## src/rtl/idp_pkg.sv

```systemverilog
// Summary of operation
// - 57-bit identifier, top bits 1 then 0
// - load strobe parallel-loads all 57 bits
// - after load, output shows bit 56 (1)
// - load wins over simultaneous shift
// - shift moves toward output, input into bit 0
// - serial output always follows bit 56
// - no strobe: register and output hold, except during a test port readout in Shift-DR
// - loopback repeats identifier every 57 bits
// - readout shows bit 56 entering Shift-DR
// - Shift-DR shifts remaining bits out on TDO
package idp_pkg;

    // ----------------------------------------------------------------
    // identifier
    // ----------------------------------------------------------------
    localparam int ID_W = 57;
    localparam int ID_MSB = 56;
    localparam int ID_UNIQUE_W = 55;
    localparam logic [1:0] ID_TOP = 2'h2;

    // ----------------------------------------------------------------
    // command buffer and synchroniser
    // ----------------------------------------------------------------
    localparam int CMD_W = 3;
    localparam int CMD_LOAD = 2;
    localparam int CMD_SHIFT = 1;
    localparam int CMD_DIN = 0;
    localparam int FIFO_DEPTH = 8;
    localparam int SYNC_W = 7;

    // ----------------------------------------------------------------
    // test port instructions (codes are arbitrary)
    // ----------------------------------------------------------------
    localparam int IR_W = 6;
    localparam logic [IR_W-1:0] IR_CFG_ENABLE = 6'h10;
    localparam logic [IR_W-1:0] IR_ID_READOUT = 6'h31;
    localparam logic [IR_W-1:0] IR_CFG_DISABLE = 6'h16;
    localparam logic [IR_W-1:0] IR_BYPASS = 6'h3F;
    localparam logic [IR_W-1:0] IR_CAPTURE = 6'h01;

    typedef enum logic [15:0] {
        IDP_TLR = 16'h0001,
        IDP_RTI = 16'h0002,
        IDP_SEL_DR = 16'h0004,
        IDP_CAP_DR = 16'h0008,
        IDP_SH_DR = 16'h0010,
        IDP_EX1_DR = 16'h0020,
        IDP_PAU_DR = 16'h0040,
        IDP_EX2_DR = 16'h0080,
        IDP_UPD_DR = 16'h0100,
        IDP_SEL_IR = 16'h0200,
        IDP_CAP_IR = 16'h0400,
        IDP_SH_IR = 16'h0800,
        IDP_EX1_IR = 16'h1000,
        IDP_PAU_IR = 16'h2000,
        IDP_EX2_IR = 16'h4000,
        IDP_UPD_IR = 16'h8000
    } idp_tap_t;

endpackage

```

## src/rtl/idp_port.sv

```systemverilog
`timescale 1ns/10ps
`default_nettype none
module idp_port
    import idp_pkg::*;
#(
    parameter logic [ID_UNIQUE_W-1:0] ID_UNIQUE = 55'h0123456789ABCD,
    parameter int DEPTH = FIFO_DEPTH
) (
    // clock and reset
    input wire logic sys_clk,
    input wire logic sys_rst,
    // fabric side of the identifier port
    input wire logic port_clk,
    input wire logic port_load,
    input wire logic port_shift,
    input wire logic port_din,
    output logic port_dout,
    output logic port_loaded,
    output logic port_cmd_ready,
    // test access port
    input wire logic jtag_tck,
    input wire logic jtag_tms,
    input wire logic jtag_tdi,
    output logic jtag_tdo,
    output logic jtag_tdo_oe
);

    // ----------------------------------------------------------------
    // pin synchronisers
    // ----------------------------------------------------------------
    logic [SYNC_W-1:0] pins;
    logic [SYNC_W-1:0] pins_s;
    logic pclk_s;
    logic load_s;
    logic shift_s;
    logic din_s;
    logic tck_s;
    logic tms_s;
    logic tdi_s;

    // one synchroniser for all pins keeps strobes, data and clocks aligned
    assign pins = {jtag_tdi, jtag_tms, jtag_tck, port_din, port_shift, port_load, port_clk};
    assign {tdi_s, tms_s, tck_s, din_s, shift_s, load_s, pclk_s} = pins_s;

    idp_sync #(
        .W(SYNC_W)
    ) u_sync (
        .sys_clk(sys_clk),
        .sys_rst(sys_rst),
        .async_in(pins),
        .sync_out(pins_s)
    );

    // ----------------------------------------------------------------
    // edge detection
    // ----------------------------------------------------------------
    logic pclk_d;
    logic tck_d;
    logic pclk_rise;
    logic tck_rise;
    logic tck_fall;
    logic next_pclk_d;
    logic next_tck_d;

    assign pclk_rise = pclk_s && !pclk_d;
    assign tck_rise = tck_s && !tck_d;
    assign tck_fall = !tck_s && tck_d;

    // delays reset low, the idle level of both pins, so no false edge
    // follows reset
    always_comb begin
        next_pclk_d = pclk_s;
        next_tck_d = tck_s;
    end

    always_ff @(posedge sys_clk) begin
        if (sys_rst) begin
            pclk_d <= 1'b0;
            tck_d <= 1'b0;
        end else begin
            pclk_d <= next_pclk_d;
            tck_d <= next_tck_d;
        end
    end

    // ----------------------------------------------------------------
    // fabric command buffer
    // ----------------------------------------------------------------
    // strobes are sampled only at a port clock rising edge; a shift strobe
    // raised while port_clk is high therefore acts at the next edge
    logic cmd_push;
    logic [CMD_W-1:0] cmd_in;
    logic cmd_valid;
    logic cmd_take;
    logic [CMD_W-1:0] cmd;
    logic jtag_busy;

    // hold cycles with no strobe are not queued at all
    assign cmd_push = pclk_rise && (load_s || shift_s);
    assign cmd_in = {load_s, shift_s, din_s};
    assign cmd_take = !jtag_busy;

    idp_fifo #(
        .W(CMD_W),
        .DEPTH(DEPTH)
    ) u_fifo (
        .sys_clk(sys_clk),
        .sys_rst(sys_rst),
        .in_valid(cmd_push),
        .in_ready(port_cmd_ready),
        .in_data(cmd_in),
        .out_valid(cmd_valid),
        .out_ready(cmd_take),
        .out_data(cmd)
    );

    // ----------------------------------------------------------------
    // tap controller
    // ----------------------------------------------------------------
    idp_tap_t tap;
    idp_tap_t next_tap;
    logic [IR_W-1:0] ir;
    logic [IR_W-1:0] ir_sh;
    logic cfg_en;
    logic bypass;
    logic tdo;
    logic tdo_oe;
    logic [IR_W-1:0] next_ir;
    logic [IR_W-1:0] next_ir_sh;
    logic next_cfg_en;
    logic next_bypass;
    logic next_tdo;
    logic next_tdo_oe;
    logic id_sel;
    // declared early: the tdo path reads it before its own section
    logic [ID_W-1:0] sreg;

    assign id_sel = cfg_en && (ir == IR_ID_READOUT);
    assign jtag_busy = id_sel && (tap == IDP_SH_DR);

    always_comb begin
        next_tap = tap;
        case (tap)
            IDP_TLR: next_tap = tms_s ? IDP_TLR : IDP_RTI;
            IDP_RTI: next_tap = tms_s ? IDP_SEL_DR : IDP_RTI;
            IDP_SEL_DR: next_tap = tms_s ? IDP_SEL_IR : IDP_CAP_DR;
            IDP_CAP_DR: next_tap = tms_s ? IDP_EX1_DR : IDP_SH_DR;
            IDP_SH_DR: next_tap = tms_s ? IDP_EX1_DR : IDP_SH_DR;
            IDP_EX1_DR: next_tap = tms_s ? IDP_UPD_DR : IDP_PAU_DR;
            IDP_PAU_DR: next_tap = tms_s ? IDP_EX2_DR : IDP_PAU_DR;
            IDP_EX2_DR: next_tap = tms_s ? IDP_UPD_DR : IDP_SH_DR;
            IDP_UPD_DR: next_tap = tms_s ? IDP_SEL_DR : IDP_RTI;
            IDP_SEL_IR: next_tap = tms_s ? IDP_TLR : IDP_CAP_IR;
            IDP_CAP_IR: next_tap = tms_s ? IDP_EX1_IR : IDP_SH_IR;
            IDP_SH_IR: next_tap = tms_s ? IDP_EX1_IR : IDP_SH_IR;
            IDP_EX1_IR: next_tap = tms_s ? IDP_UPD_IR : IDP_PAU_IR;
            IDP_PAU_IR: next_tap = tms_s ? IDP_EX2_IR : IDP_PAU_IR;
            IDP_EX2_IR: next_tap = tms_s ? IDP_UPD_IR : IDP_SH_IR;
            IDP_UPD_IR: next_tap = tms_s ? IDP_SEL_DR : IDP_RTI;
            default: next_tap = IDP_TLR;
        endcase
        if (!tck_rise) begin
            next_tap = tap;
        end
    end

    // tms passes the same two flops as tck, so both line up at the edge
    always_ff @(posedge sys_clk) begin
        if (sys_rst) begin
            tap <= IDP_TLR;
        end else begin
            tap <= next_tap;
        end
    end

    // ----------------------------------------------------------------
    // instruction and bypass registers
    // ----------------------------------------------------------------
    always_comb begin
        next_ir = ir;
        next_ir_sh = ir_sh;
        next_cfg_en = cfg_en;
        next_bypass = bypass;
        if (tck_rise) begin
            case (tap)
                IDP_TLR: begin
                    next_ir = IR_BYPASS;
                    next_cfg_en = 1'b0;
                end
                IDP_CAP_IR: next_ir_sh = IR_CAPTURE;
                IDP_SH_IR: next_ir_sh = {tdi_s, ir_sh[IR_W-1:1]};
                IDP_CAP_DR: next_bypass = 1'b0;
                IDP_SH_DR: next_bypass = tdi_s;
                IDP_UPD_IR: begin
                    next_ir = ir_sh;
                    // readout is only honoured once config access is enabled
                    if (ir_sh == IR_CFG_ENABLE) begin
                        next_cfg_en = 1'b1;
                    end else if (ir_sh == IR_CFG_DISABLE) begin
                        next_cfg_en = 1'b0;
                    end
                end
                default: next_cfg_en = cfg_en;
            endcase
        end
    end

    always_ff @(posedge sys_clk) begin
        if (sys_rst) begin
            ir <= IR_BYPASS;
            ir_sh <= '0;
            cfg_en <= 1'b0;
            bypass <= 1'b0;
        end else begin
            ir <= next_ir;
            ir_sh <= next_ir_sh;
            cfg_en <= next_cfg_en;
            bypass <= next_bypass;
        end
    end

    // ----------------------------------------------------------------
    // test data output
    // ----------------------------------------------------------------
    // tdo changes on the falling tck edge, as the test port expects
    always_comb begin
        next_tdo = tdo;
        next_tdo_oe = tdo_oe;
        if (tck_fall) begin
            next_tdo_oe = (tap == IDP_SH_DR) || (tap == IDP_SH_IR);
            if (tap == IDP_SH_IR) begin
                next_tdo = ir_sh[0];
            end else if (tap == IDP_SH_DR && id_sel) begin
                next_tdo = sreg[ID_MSB];
            end else if (tap == IDP_SH_DR) begin
                next_tdo = bypass;
            end else begin
                next_tdo = 1'b0;
            end
        end
    end

    always_ff @(posedge sys_clk) begin
        if (sys_rst) begin
            tdo <= 1'b0;
            tdo_oe <= 1'b0;
        end else begin
            tdo <= next_tdo;
            tdo_oe <= next_tdo_oe;
        end
    end

    assign jtag_tdo = tdo;
    assign jtag_tdo_oe = tdo_oe;

    // ----------------------------------------------------------------
    // identifier shift register
    // ----------------------------------------------------------------
    logic [ID_W-1:0] id_value;
    logic [ID_W-1:0] next_sreg;
    logic loaded;
    logic next_loaded;

    assign id_value = {ID_TOP, ID_UNIQUE};

    // readout and fabric commands never act in one cycle: commands wait
    // in the fifo while the readout owns the register
    always_comb begin
        next_sreg = sreg;
        next_loaded = loaded;
        if (jtag_busy) begin
            // test port shifting: the rest of the id, then bits fed in on tdi
            if (tck_rise && !tms_s) begin
                next_sreg = {sreg[ID_W-2:0], tdi_s};
            end
        end else if (cmd_valid && cmd[CMD_LOAD]) begin
            // load overrides shift; bit 56 then reads 1
            next_sreg = id_value;
            next_loaded = 1'b1;
        end else if (cmd_valid && cmd[CMD_SHIFT]) begin
            // looping dout back to din recirculates with period 57
            next_sreg = {sreg[ID_W-2:0], cmd[CMD_DIN]};
        end
    end

    // contents reset to zero but are flagged invalid until the first load
    always_ff @(posedge sys_clk) begin
        if (sys_rst) begin
            sreg <= '0;
            loaded <= 1'b0;
        end else begin
            sreg <= next_sreg;
            loaded <= next_loaded;
        end
    end

    // ----------------------------------------------------------------
    // fabric outputs
    // ----------------------------------------------------------------
    assign port_dout = sreg[ID_MSB];
    assign port_loaded = loaded;

endmodule
`default_nettype wire

```

## src/rtl/idp_sync.sv

```systemverilog
`timescale 1ns/10ps
`default_nettype none
module idp_sync #(
    parameter int W = 1
) (
    // clock and reset
    input wire logic sys_clk,
    input wire logic sys_rst,
    // asynchronous levels in, synchronised out
    input wire logic [W-1:0] async_in,
    output logic [W-1:0] sync_out
);

    logic [W-1:0] stage1;

    // stage1 feeds only sync_out; nothing else may look at it
    always_ff @(posedge sys_clk) begin
        if (sys_rst) begin
            stage1 <= '0;
            sync_out <= '0;
        end else begin
            stage1 <= async_in;
            sync_out <= stage1;
        end
    end

endmodule
`default_nettype wire

```

## src/rtl/idp_fifo.sv

```systemverilog
`timescale 1ns/10ps
`default_nettype none
module idp_fifo #(
    parameter int W = 3,
    parameter int DEPTH = 8
) (
    // clock and reset
    input wire logic sys_clk,
    input wire logic sys_rst,
    // fill side
    input wire logic in_valid,
    output logic in_ready,
    input wire logic [W-1:0] in_data,
    // drain side
    output logic out_valid,
    input wire logic out_ready,
    output logic [W-1:0] out_data
);

    localparam int AW = $clog2(DEPTH);

    logic [W-1:0] mem [DEPTH];
    logic [AW:0] wptr;
    logic [AW:0] rptr;
    logic [AW:0] next_wptr;
    logic [AW:0] next_rptr;
    logic push;
    logic pop;

    assign in_ready = (wptr - rptr) != (AW+1)'(DEPTH);
    assign out_valid = wptr != rptr;
    assign out_data = mem[rptr[AW-1:0]];
    assign push = in_valid && in_ready;
    assign pop = out_valid && out_ready;

    always_comb begin
        next_wptr = push ? wptr + (AW+1)'(1) : wptr;
        next_rptr = pop ? rptr + (AW+1)'(1) : rptr;
    end

    always_ff @(posedge sys_clk) begin
        if (sys_rst) begin
            wptr <= '0;
            rptr <= '0;
        end else begin
            wptr <= next_wptr;
            rptr <= next_rptr;
        end
    end

    // storage has no reset; only slots from rptr up to wptr are ever used
    always_ff @(posedge sys_clk) begin
        if (push) begin
            mem[wptr[AW-1:0]] <= in_data;
        end
    end

endmodule
`default_nettype wire

```

## config.mk

```make
export PLATFORM = sky130hd
export DESIGN_NAME = idp_port
export DESIGN_NICKNAME = d
export VERILOG_FILES = /design/src/rtl/idp_pkg.sv /design/src/rtl/idp_port.sv /design/src/rtl/idp_sync.sv /design/src/rtl/idp_fifo.sv
export SDC_FILE = /design/constraint.sdc
export NUM_CORES = 1
export LEC_CHECK = 0
export BUFFER_PORTS_ARGS = -buffer_cell sky130_fd_sc_hd__clkbuf_2
export CAP_MARGIN = 20
export CELL_PAD_IN_SITES_DETAIL_PLACEMENT = 0
export CELL_PAD_IN_SITES_GLOBAL_PLACEMENT = 2
export CORE_ASPECT_RATIO = 1.75
export CORE_UTILIZATION = 41
export CTS_CLUSTER_DIAMETER = 120
export DETAILED_ROUTE_END_ITERATION = 7
export GPL_TIMING_DRIVEN = 0
export PLACE_DENSITY_LB_ADDON = 0.1
export SLEW_MARGIN = 20
export SYNTH_ARGS = -nofsm -noshare
export SYNTH_HDL_FRONTEND = slang
export SYNTH_SLANG_ARGS = --single-unit
```

## constraint.sdc

```tcl
create_clock -name sys_clk -period 2.7 [get_ports sys_clk]
set_input_delay 0.54 -clock sys_clk [delete_from_list [all_inputs] [get_ports sys_clk]]
set_output_delay 0.54 -clock sys_clk [all_outputs]
set_load 0.01 [all_outputs]
```

==> metrics.txt, run 1 <==
Fin. Hold Viols=0; Max-slew headroom=45.8%; fin crit share=95.0%; CP Launch Type=flip-flop; Reg2Reg Depth=8; GPL Wtd Cong=0.821; total of max-cap violations=0; hpwl dp=10200 um; filler cell count=1367; flops & latches, synth=141; asr flop ratio synth=0%; clk_skew=0.0101 ns; arrival time at the worst endpoint=2.03 ns; Global Route Usage Sum=20.4%; RR Startpoint=u_fifo.wptr[0]; DRT Wirelength=14500 um; min-delay worst type=input pin to flip-flop; end of the worst hold path=u_sync.stage1[4]; RSZ-0062 raised after global routing=false; Net Sw Frac=26.8%; H-tree Lvls=4; final setup fails=0; initial DRC count=205; die width=94.7 um; worst hold path depth=2; Distinct cells, synth=64; most common cell after layout, fill and taps aside=dfxtp_1; Worst R2R End=u_fifo.mem[3][2]; Finished Core Util=50.1%; Critical Path RT=2.16 ns; critical path type=flip-flop to primary output; DRC viols=0; CTS Buffer Depth=2; cell accounting for the most synthesized area=dfxtp_1; die area=0.0155 mm^2; # IOs=14; root buffer cell=clkbuf_16; Slew @ Worst Pin=0.813 ns; Cell Rows=58; worst-path fanout max=5; antenna cells=0; shortest period the worst path allows=2.57 ns; core area=0.0145 mm^2; total grt overflow=0; Final Max Slew Viols=0; IR drop worst, VDD=459 uV; CTS Buf Count=17; Die Y=164 um; Avg Inst Size Synth=10.4 um^2; Cell Int Power=4530 uW; drt wl/cell=17.6 um; Final WS setup=0.134 ns; vias=4586; Worst-path clk slew=0.06 ns; main flop type after synthesis=dfxtp_1; NumNets Final=645; First-pass DRT Iterations=4; Fmax=390 MHz; area delta synth->final=17.9%; clk sinks=141; sequential power share=41.3%; first-pass GRT wire length=24000 um; Area contributors post-synth=dfxtp_1, edfxtp_1, nor2_1; initial antenna violation count=0; post-synthesis sequential area ratio=49.7%; CP max stage cell=dfxtp_4; vias in the first global route=4676; family with the most delay on the worst path=flip-flops; CTS tree=built; most frequent cells in the layout=dfxtp_1, nor2_1, a22o_1; Clk Latency, worst-skew pair=0.42 ns; largest net degree at the start of global routing=17; outcome=finished clean; CP max stage delay=0.36 ns; LEAKAGE=0.00275 uW; routed vias/inst=5.57; PwrDens=851 mW/mm^2; clock share of power=41.1%; combinational share of power=17.5%; Synth Net Count=609; cell count after synthesis=595; hold_sp=jtag_tck; layout cells sized above 1=22.5%; CTS Hold Bufs=0; Syn Std Cell Area=0.00616 mm^2; top cell type's share of synthesized area=38.0%; WP buf/inv=2; Synth Warn #=0; Reg2Reg Setup Slack=0.21 ns; CP Cell Sequence=clkinvlp_4 -> ha_1 -> nor2b_1 -> xnor2_2 -> a2111oi_4 -> nor2_1 -> clkbuf_2; net switching power=1660 uW; DRT antenna net count=0; Place WS=-0.283 ns; Post-synth EDFFs=24; Worst Setup End Kind=primary output; input/output buffers=13; Initial Utilization=42.4%
[layout make-up]
class / count / area (um^2) / area share [%]
buffer: 38 / 226 / 3.12
clock buffer: 21 / 463 / 6.37
clock inverter: 11 / 178 / 2.45
inverter: 10 / 41.3 / 0.568
multi-input combinational: 406 / 2970 / 40.8
sequential: 141 / 3070 / 42.3
tap: 180 / 225 / 3.10
timing repair buffer: 17 / 95.1 / 1.31
[power by group through the flow]
stage          sequential, uW  combinational [uW]  clock, uW
5_1_grt                  2590                1200       2680
6_report                 2560                1080       2540
4_1_cts                  2560                1070       2610
3_5_place_dp             2600                1050          0
2_1_floorplan            2550                 865          0
3_3_place_gp             2600                1020          0
[cells by family after synthesis]
kind of cell	synth area share [%]
compound gates	14.0
simple gates	21.4
fa+ha+maj	1.02
flops	49.7
xor+xnor	1.99
mux	7.68
buf+inv	4.24
[state kept, by name, indices dropped and copies added, names as in the netlist, named ones only]
| signal | cells |
|---|---|
| cfg_en | 1 |
| u_fifo.mem | 24 |
| u_sync.sync_out | 7 |
| ir | 6 |
| bypass | 1 |
| pclk_d | 1 |
| tck_d | 1 |
| jtag_tdo | 1 |
| jtag_tdo_oe | 1 |
| ir_sh | 6 |
| tap | 16 |
| port_loaded | 1 |
| u_fifo.wptr | 4 |
| sreg | 57 |
| u_fifo.rptr | 4 |
| u_sync.stage1 | 7 |
[layer usage]
metal  vias to the layer above  GRT usage [%]  share of wire, %
li1                       2260              -                 -
met1                      2244           23.4                42
met2                        56           35.8                52
met3                        26           3.75               2.5
met4                         0           9.57               2.9
met5                         -              0                 0
[timing repair]
| action | in CTS | in global routing |
|---|---|---|
| endpoints found under the setup margin | 23 | 44 |
| setup buffers | 0 | 4 |
| pin swaps | 0 | 3 |
| cloned | 0 | 0 |
| resized for setup | 8 | 18 |
[worst max-delay path by stage]
stage,start,end,slack (ns),cells after the start
2_1_floorplan,u_fifo.wptr[1],u_fifo.mem[0][0],0.30,7
3_3_place_gp,u_fifo.wptr[1],u_fifo.mem[6][0],-0.16,7
3_5_place_dp,u_fifo.wptr[1],u_fifo.mem[0][0],-0.28,7
4_1_cts,u_fifo.wptr[1],port_cmd_ready,-0.20,6
5_1_grt,u_fifo.wptr[0],port_cmd_ready,0.03,7
6_report,u_fifo.wptr[0],port_cmd_ready,0.13,7
[synthesized netlist by cell type (4+ instances only)]
master	count
mux2_2	27
o21ai_0	6
mux2i_1	9
a22oi_1	8
nor2_1	83
nand4b_1	8
or3_1	4
nand2_1	24
o22ai_1	25
nand3_1	15
nor3_1	23
buf_2	9
a22o_1	30
xor2_1	4
edfxtp_1	24
dfxtp_1	117
xnor2_1	10
clkbuf_1	17
nor2b_1	22
o21bai_1	6
a21oi_1	21
inv_1	10
or4_1	4
ha_1	5
buf_6	8
nor4_1	10
nor3_2	14
[through the flow]
step                hold slack [ns]  area [um^2]  total power [uW]  instances  setup TNS [ns]
floorplan                     0.414         6160              3410        595               0
global route                  0.341         7270              6480        824               0
finish                        0.339         7270              6180        824               0
detailed placement            0.433         6460              3660        788           -4.66
global placement              0.422         6450              3620        788           -1.96
CTS                           0.322         7140              6230        820          -0.894
No activity file was read; power rests on OpenSTA's default activity.
==> run 2: changes to the inputs <==
--- a/config.mk
+++ b/config.mk
@@ -14,7 +14,7 @@
 export CTS_CLUSTER_DIAMETER = 120
 export DETAILED_ROUTE_END_ITERATION = 7
 export GPL_TIMING_DRIVEN = 0
-export PLACE_DENSITY_LB_ADDON = 0.1
+export PLACE_DENSITY = 0.9
 export SLEW_MARGIN = 20
 export SYNTH_ARGS = -nofsm -noshare
 export SYNTH_HDL_FRONTEND = slang
==> run 2 against run 1 <==
  * Register-to-register slack worse by 0.08 ns
  * Flip-flop and latch count unchanged
  * Sequential share of layout area up 0.88 points
  * Non-clock buffer count down 3
  * Cell area down 2.1%
  * Sequential power about the same
  * Worst hold slack worse by 0.012 ns
==> metrics.txt, run 2 (synthesis gave the netlist of run 1 again) <==
outcome=finished clean; First-pass DRT Iterations=4 (unchanged); hpwl dp=9990 um (-2.3%); RR Startpoint=u_fifo.wptr[1]; Reg2Reg Setup Slack=0.13 ns (-0.08 ns); NumNets Final=642 (-0.47%); layout cells sized above 1=22.6% (+0.11 points); most common cell after layout, fill and taps aside=dfxtp_1; input/output buffers=13 (unchanged); drt wl/cell=16.8 um (-4.8%); antenna cells=0 (unchanged); core area=0.0145 mm^2 (unchanged); max FFs per register=57 (unchanged); CTS Buf Count=17 (unchanged); Cell Int Power=4110 uW (-9.1%); vias in the first global route=4833 (+3.4%); CTS tree=built; DRT antenna net count=0 (unchanged); DRC viols=0 (unchanged); area delta synth->final=15.5%; total grt overflow=0 (unchanged); combinational share of power=18.7% (+1.2 points); clock share of power=37.4% (-3.7 points); most frequent cells in the layout=dfxtp_1, nor2_1, a22o_1; worst-path fanout max=8 (+3); root buffer cell=clkbuf_16; H-tree Lvls=4 (unchanged); net switching power=1710 uW (+2.9%); CTS Buffer Depth=2 (unchanged); fin cells=821 (-0.36%); clk_skew=0.0110 ns (+0.000878 ns); LEAKAGE=0.00269 uW (-2.4%); Net Sw Frac=29.3% (+2.5 points); total placed cells including tap cells=788 (unchanged); Fin. Hold Viols=0 (unchanged); Max-slew headroom=51.8% (+6.0 points); Die Y=164 um (unchanged); Setup TNS=0 ns (unchanged); filler cell count=1362 (-0.37%); Worst Setup End Kind=primary output; critical path type=flip-flop to primary output; register name with the most flops=sreg; min-delay worst type=input pin to flip-flop; Final Max Slew Viols=0 (unchanged); DRT Wirelength=13800 um (-5.1%); fin crit share=95.9% (+0.81 points); RSZ-0062 raised after global routing=false; initial DRC count=183 (-11%); die width=94.7 um (unchanged); Worst-path clk slew=0.06 ns (about the same); first-pass GRT wire length=23300 um (-3.0%); total of max-cap violations=0 (unchanged); beginning of the critical path=u_fifo.wptr[1]; CP Launch Type=flip-flop; # IOs=14 (unchanged); sequential power share=43.9% (+2.6 points); routed vias/inst=5.56 (-0.12%); Global Route Usage Sum=19.6% (-0.80 points); Critical Path RT=2.16 ns (about the same); Clk Latency, worst-skew pair=0.42 ns (about the same); largest net degree at the start of global routing=17 (unchanged); arrival time at the worst endpoint=2.05 ns (+0.02 ns); shortest period the worst path allows=2.59 ns (+0.0219 ns); hold_sp=port_shift; Worst R2R End=u_fifo.mem[3][1]; GPL Wtd Cong=0.830 (+1.1%); IR drop worst, VDD=563 uV (+23%); Cell Rows=58 (unchanged); PwrDens=818 mW/mm^2 (-3.9%); final setup fails=0 (unchanged); initial antenna violation count=0 (unchanged); Slew @ Worst Pin=0.722 ns (-0.0907 ns); vias=4564 (-0.48%); Reg2Reg Depth=7 (-1); worst hold path depth=2 (unchanged); Final Power=5820 uW (-5.9%); end of the worst hold path=u_sync.stage1[2]; clk sinks=141 (unchanged); Finished Core Util=49.0% (-1.0 points); Initial Utilization=42.4% (unchanged); Fmax=386 MHz (-0.85%); die area=0.0155 mm^2 (unchanged)
==> run 2: worst max-delay path by stage <==
| stage | end | slack [ns] | depth (start not counted) |
|---|---|---|---|
| 2_1_floorplan | u_fifo.mem[0][0] | 0.30 | 7 |
| 3_3_place_gp | u_fifo.mem[0][1] | -0.11 | 7 |
| 3_5_place_dp | u_fifo.mem[1][1] | -0.25 | 7 |
| 4_1_cts | u_fifo.mem[1][1] | -0.23 | 7 |
| 5_1_grt | port_cmd_ready | 0.005 | 7 |
| 6_report | port_cmd_ready | 0.11 | 6 |
==> run 2: through the flow <==
step	worst slack [ns]	instance area (um^2)	hold slack (ns)
6_report	0.112	7110	0.327
5_1_grt	0.00501	7110	0.314
4_1_cts	-0.230	7010	0.315
3_5_place_dp	-0.250	6450	0.421
3_3_place_gp	-0.107	6450	0.418
2_1_floorplan	0.301	6160	0.414
==> run 2: layer usage <==
metal  global-route usage [%]  wire length, um
met5                        0                0
met2                     35.8             7550
met3                     4.77              333
met1                     21.0             5600
met4                     8.13              290
==> run 2: cell type report <==
cell class,instances,area [um^2],share of cell area [%]
clock buffer,17,425,5.98
tap,180,225,3.17
multi-input combinational,406,2930,41.2
inverter,10,37.5,0.528
timing repair buffer,14,72.6,1.02
buffer,38,224,3.15
sequential,141,3070,43.1
clock inverter,15,128,1.79
==> run 2: what timing repair did <==
item | 4_1_cts | 5_1_grt
resized for setup | 2 | 19
hold buffers | 0 | 0
setup endpoints to repair | 24 | 45
buffers inserted | 0 | 1
pin swaps | 0 | 3
endpoints found under the hold margin | 0 | 0
==> run 2: power by group through the flow <==
stage | sequential, uW | combinational, uW | clock [uW]
2_1_floorplan | 2550 | 865 | 0
4_1_cts | 2550 | 1060 | 2220
3_5_place_dp | 2600 | 1050 | 0
5_1_grt | 2590 | 1200 | 2320
3_3_place_gp | 2590 | 1010 | 0
6_report | 2550 | 1090 | 2180
==> run 2: critical path: stages, from the launching register on <==
cell and delay [ns]:
dfxtp_2 0.42, ha_1 0.29, nor2b_2 0.18, o21ai_2 0.22
nor4bb_4 0.32, nor2_1 0.07, clkbuf_2 0.13
==> run 3: changes to the inputs <==
--- a/config.mk
+++ b/config.mk
@@ -5,12 +5,12 @@
 export SDC_FILE = /design/constraint.sdc
 export NUM_CORES = 1
 export LEC_CHECK = 0
+export ABC_AREA = 1
 export BUFFER_PORTS_ARGS = -buffer_cell sky130_fd_sc_hd__clkbuf_2
-export CAP_MARGIN = 20
 export CELL_PAD_IN_SITES_DETAIL_PLACEMENT = 0
 export CELL_PAD_IN_SITES_GLOBAL_PLACEMENT = 2
 export CORE_ASPECT_RATIO = 1.75
-export CORE_UTILIZATION = 41
+export CORE_UTILIZATION = 36
 export CTS_CLUSTER_DIAMETER = 120
 export DETAILED_ROUTE_END_ITERATION = 7
 export GPL_TIMING_DRIVEN = 0
==> run 3 against run 2 <==
  * Sequential power up 4%
  * Critical path depth increased by 1
  * Clock skew fell by 0.0033 ns
  * Non-clock buffer count shrank 3
  * Utilization shrank 6.7 points
  * Clock-buffer cell count up 1
  * Via count rose by 18%
  * Area after synthesis grew 5.2%
  * Global-route usage is 1.9 points lower
  * Die area up 20%
  * Highest routed layer unchanged
==> metrics.txt, run 3 <==
outcome=finished clean; count leader, synth=nand2_1; Worst Setup End Kind=primary output; core area=0.0175 mm^2 (+21%); largest net degree at the start of global routing=17 (unchanged); area delta synth->final=14.4%; total of max-cap violations=0 (unchanged); clk sinks=141 (unchanged); IR drop worst, VDD=806 uV (+43%); Max-slew headroom=64.0% (+12 points); arrival time at the worst endpoint=1.86 ns (-0.19 ns); cell count after synthesis=905 (+52%); Max Used Layer=met4; cell accounting for the most synthesized area=dfxtp_1; asr flop ratio synth=0% (unchanged); Global Route Usage Sum=17.7% (-1.9 points); clk_skew=0.00768 ns (-0.00334 ns); Critical Path RT=2.16 ns (about the same); PwrDens=1060 mW/mm^2 (+29%); most common cell after layout, fill and taps aside=nand2_1; Initial Utilization=37.0% (-5.5 points); NumNets Final=950 (+48%); root buffer cell=clkbuf_16; total grt overflow=0 (unchanged); H-tree Lvls=4 (unchanged); CP max stage delay=0.35 ns (-0.07 ns); Area contributors post-synth=dfxtp_1, nand2_1, edfxtp_1; Distinct cells, synth=36 (-44%); top cell type's share of synthesized area=36.1% (-1.9 points); main flop type after synthesis=dfxtp_1; synth cell count leaders=nand2_1, nor2_1, dfxtp_1; Syn Std Cell Area=0.00648 mm^2 (+5.2%); first-pass GRT wire length=25100 um (+7.7%); fin crit share=89.0% (-6.8 points); layout cells sized above 1=10.7% (-12 points); most frequent cells in the layout=nand2_1, nor2_1, dfxtp_1; CTS Buffer Depth=2 (unchanged); WP buf/inv=2 (+1); Post-synth EDFFs=24 (unchanged); min-delay worst type=input pin to flip-flop; First-pass DRT Iterations=4 (unchanged); vias=5382 (+18%); worst-path fanout max=4 (-4); Synth Net Count=919 (+51%); CTS tree=built; vias in the first global route=5228 (+8.2%); Worst-path clk slew=0.06 ns (about the same); DRT antenna net count=0 (unchanged); Final Max Slew Viols=0 (unchanged); shortest period the worst path allows=2.40 ns (-0.184 ns); input/output buffers=12 (-1); die width=103 um (+9.3%); CP Cell Sequence=inv_1 -> ha_1 -> a21oi_1 -> nand2_1 -> xor2_1 -> nand2_1 -> clkbuf_2; final hold slack=0.306 ns (-0.0205 ns); Metal-1 WL=5880 um (+4.9%); Cell Rows=64 (+10%); die area=0.0186 mm^2 (+20%); Avg Inst Size Synth=7.16 um^2 (-31%); Die Y=180 um (+9.4%); # IOs=14 (unchanged); LEAKAGE=0.00338 uW (+26%); CP max stage cell=dfxtp_1; hpwl dp=11100 um (+11%); family with the most delay on the worst path=flip-flops; register name with the most flops=sreg; DRC viols=0 (unchanged); antenna cells=0 (unchanged); RSZ-0062 raised after global routing=false; met2 wire length=8580 um (+14%); Fmax=416 MHz (+7.7%); initial DRC count=135 (-26%); Slew @ Worst Pin=0.541 ns (-0.181 ns); Synth Warn #=0 (unchanged); post-synthesis sequential area ratio=47.2% (-2.5 points); Clk Latency, worst-skew pair=0.42 ns (about the same); Setup TNS=0 ns (unchanged); routed wl met3=233 um (-30%); Fin. Hold Viols=0 (unchanged); most used cell, CP=nand2_1; DRT Wirelength=14900 um (+8.3%); Reg2Reg Setup Slack=0.31 ns (+0.18 ns); drt wl/cell=12.7 um (-25%); initial antenna violation count=0 (unchanged); CP Launch Type=flip-flop; critical path type=flip-flop to primary output; routed vias/inst=4.56 (-18%); final setup fails=0 (unchanged); CTS Buf Count=17 (unchanged); max FFs per register=57 (unchanged); GPL Wtd Cong=0.817 (-1.5%); flops & latches, synth=141 (unchanged)
==> run 3: cell count changes after synthesis, moves of 14 or more <==
cell,change
o22ai_1,-20
a22o_1,-30
nand3_1,+58
inv_1,+98
mux2_2,-27
nor3_2,-14
nor2_1,+62
a21oi_1,+39
nand2_1,+225
nor2b_1,-22
==> run 3: final cells by class <==
type                       count  area, um^2
multi-input combinational    607        2760
clock buffer                  18         429
sequential                   141        3060
fill                        1863       10100
inverter                     120         453
tap                          231         289
buffer                        37         213
timing repair buffer          12        60.1
clock inverter                14         153
==> run 3: power breakdown <==
part | switching, uW | internal (uW)
Sequential | 171 | 2480
Clock | 952 | 1370
Combinational | 1820 | 1060
==> run 3: what timing repair did <==
item,CTS,global route
hold endpoints to repair,0,0
setup buffers,0,0
hold buffers,0,0
endpoints found under the setup margin,0,3
gates resized for setup,0,1
==> run 3: worst min-delay path, stage by stage <==
cell,delay (ns)
clkbuf_2,0.08
inv_1,0.04
nor2_1,0.03
==> run 3: path summary, 6_finish.rpt <==
kind	from	endpoint	cells past startpoint
max reg2reg	u_fifo.rptr[2]	u_fifo.mem[6][1]	10
min reg2reg	u_sync.stage1[5]	u_sync.sync_out[5]	2
max	u_fifo.rptr[2]	port_cmd_ready	7
min	port_load	u_sync.stage1[1]	3
==> run 3: metal layers <==
layer	GRT usage [%]	up-vias
met2	33.8	48
met5	0	-
met4	6.70	0
li1	-	2888
met1	18.1	2433
met3	3.30	13
==> run 3: per-stage QoR <==
| step | area (um^2) | utilization [%] | power, uW | setup slack (ns) | cells |
|---|---|---|---|---|---|
| finish | 7420 | 42.3 | 7850 | 0.296 | 1180 |
| global route | 7420 | 42.3 | 8510 | 0.0855 | 1180 |
| CTS | 7410 | 42.3 | 7980 | 0.0870 | 1180 |
| detailed placement | 6830 | 39.0 | 5630 | 0.100 | 1148 |
| global placement | 6830 | 39.0 | 5620 | 0.0974 | 1148 |
| floorplan | 6480 | - | 4920 | 0.497 | 905 |
==> run 3: logic make-up (layout without fill, tap and decap cells) <==
logic type | after synthesis | after routing | synth area share (%)
XOR/XNOR | 6 | 6 | 0.810
adder cells (fa/ha/maj) | 5 | 5 | 0.965
AO/OA/AOI/OAI | 88 | 88 | 7.26
buffers and inverters | 157 | 201 | 10.3
flip-flops | 141 | 141 | 47.2
AND/OR/NAND/NOR | 508 | 508 | 33.5
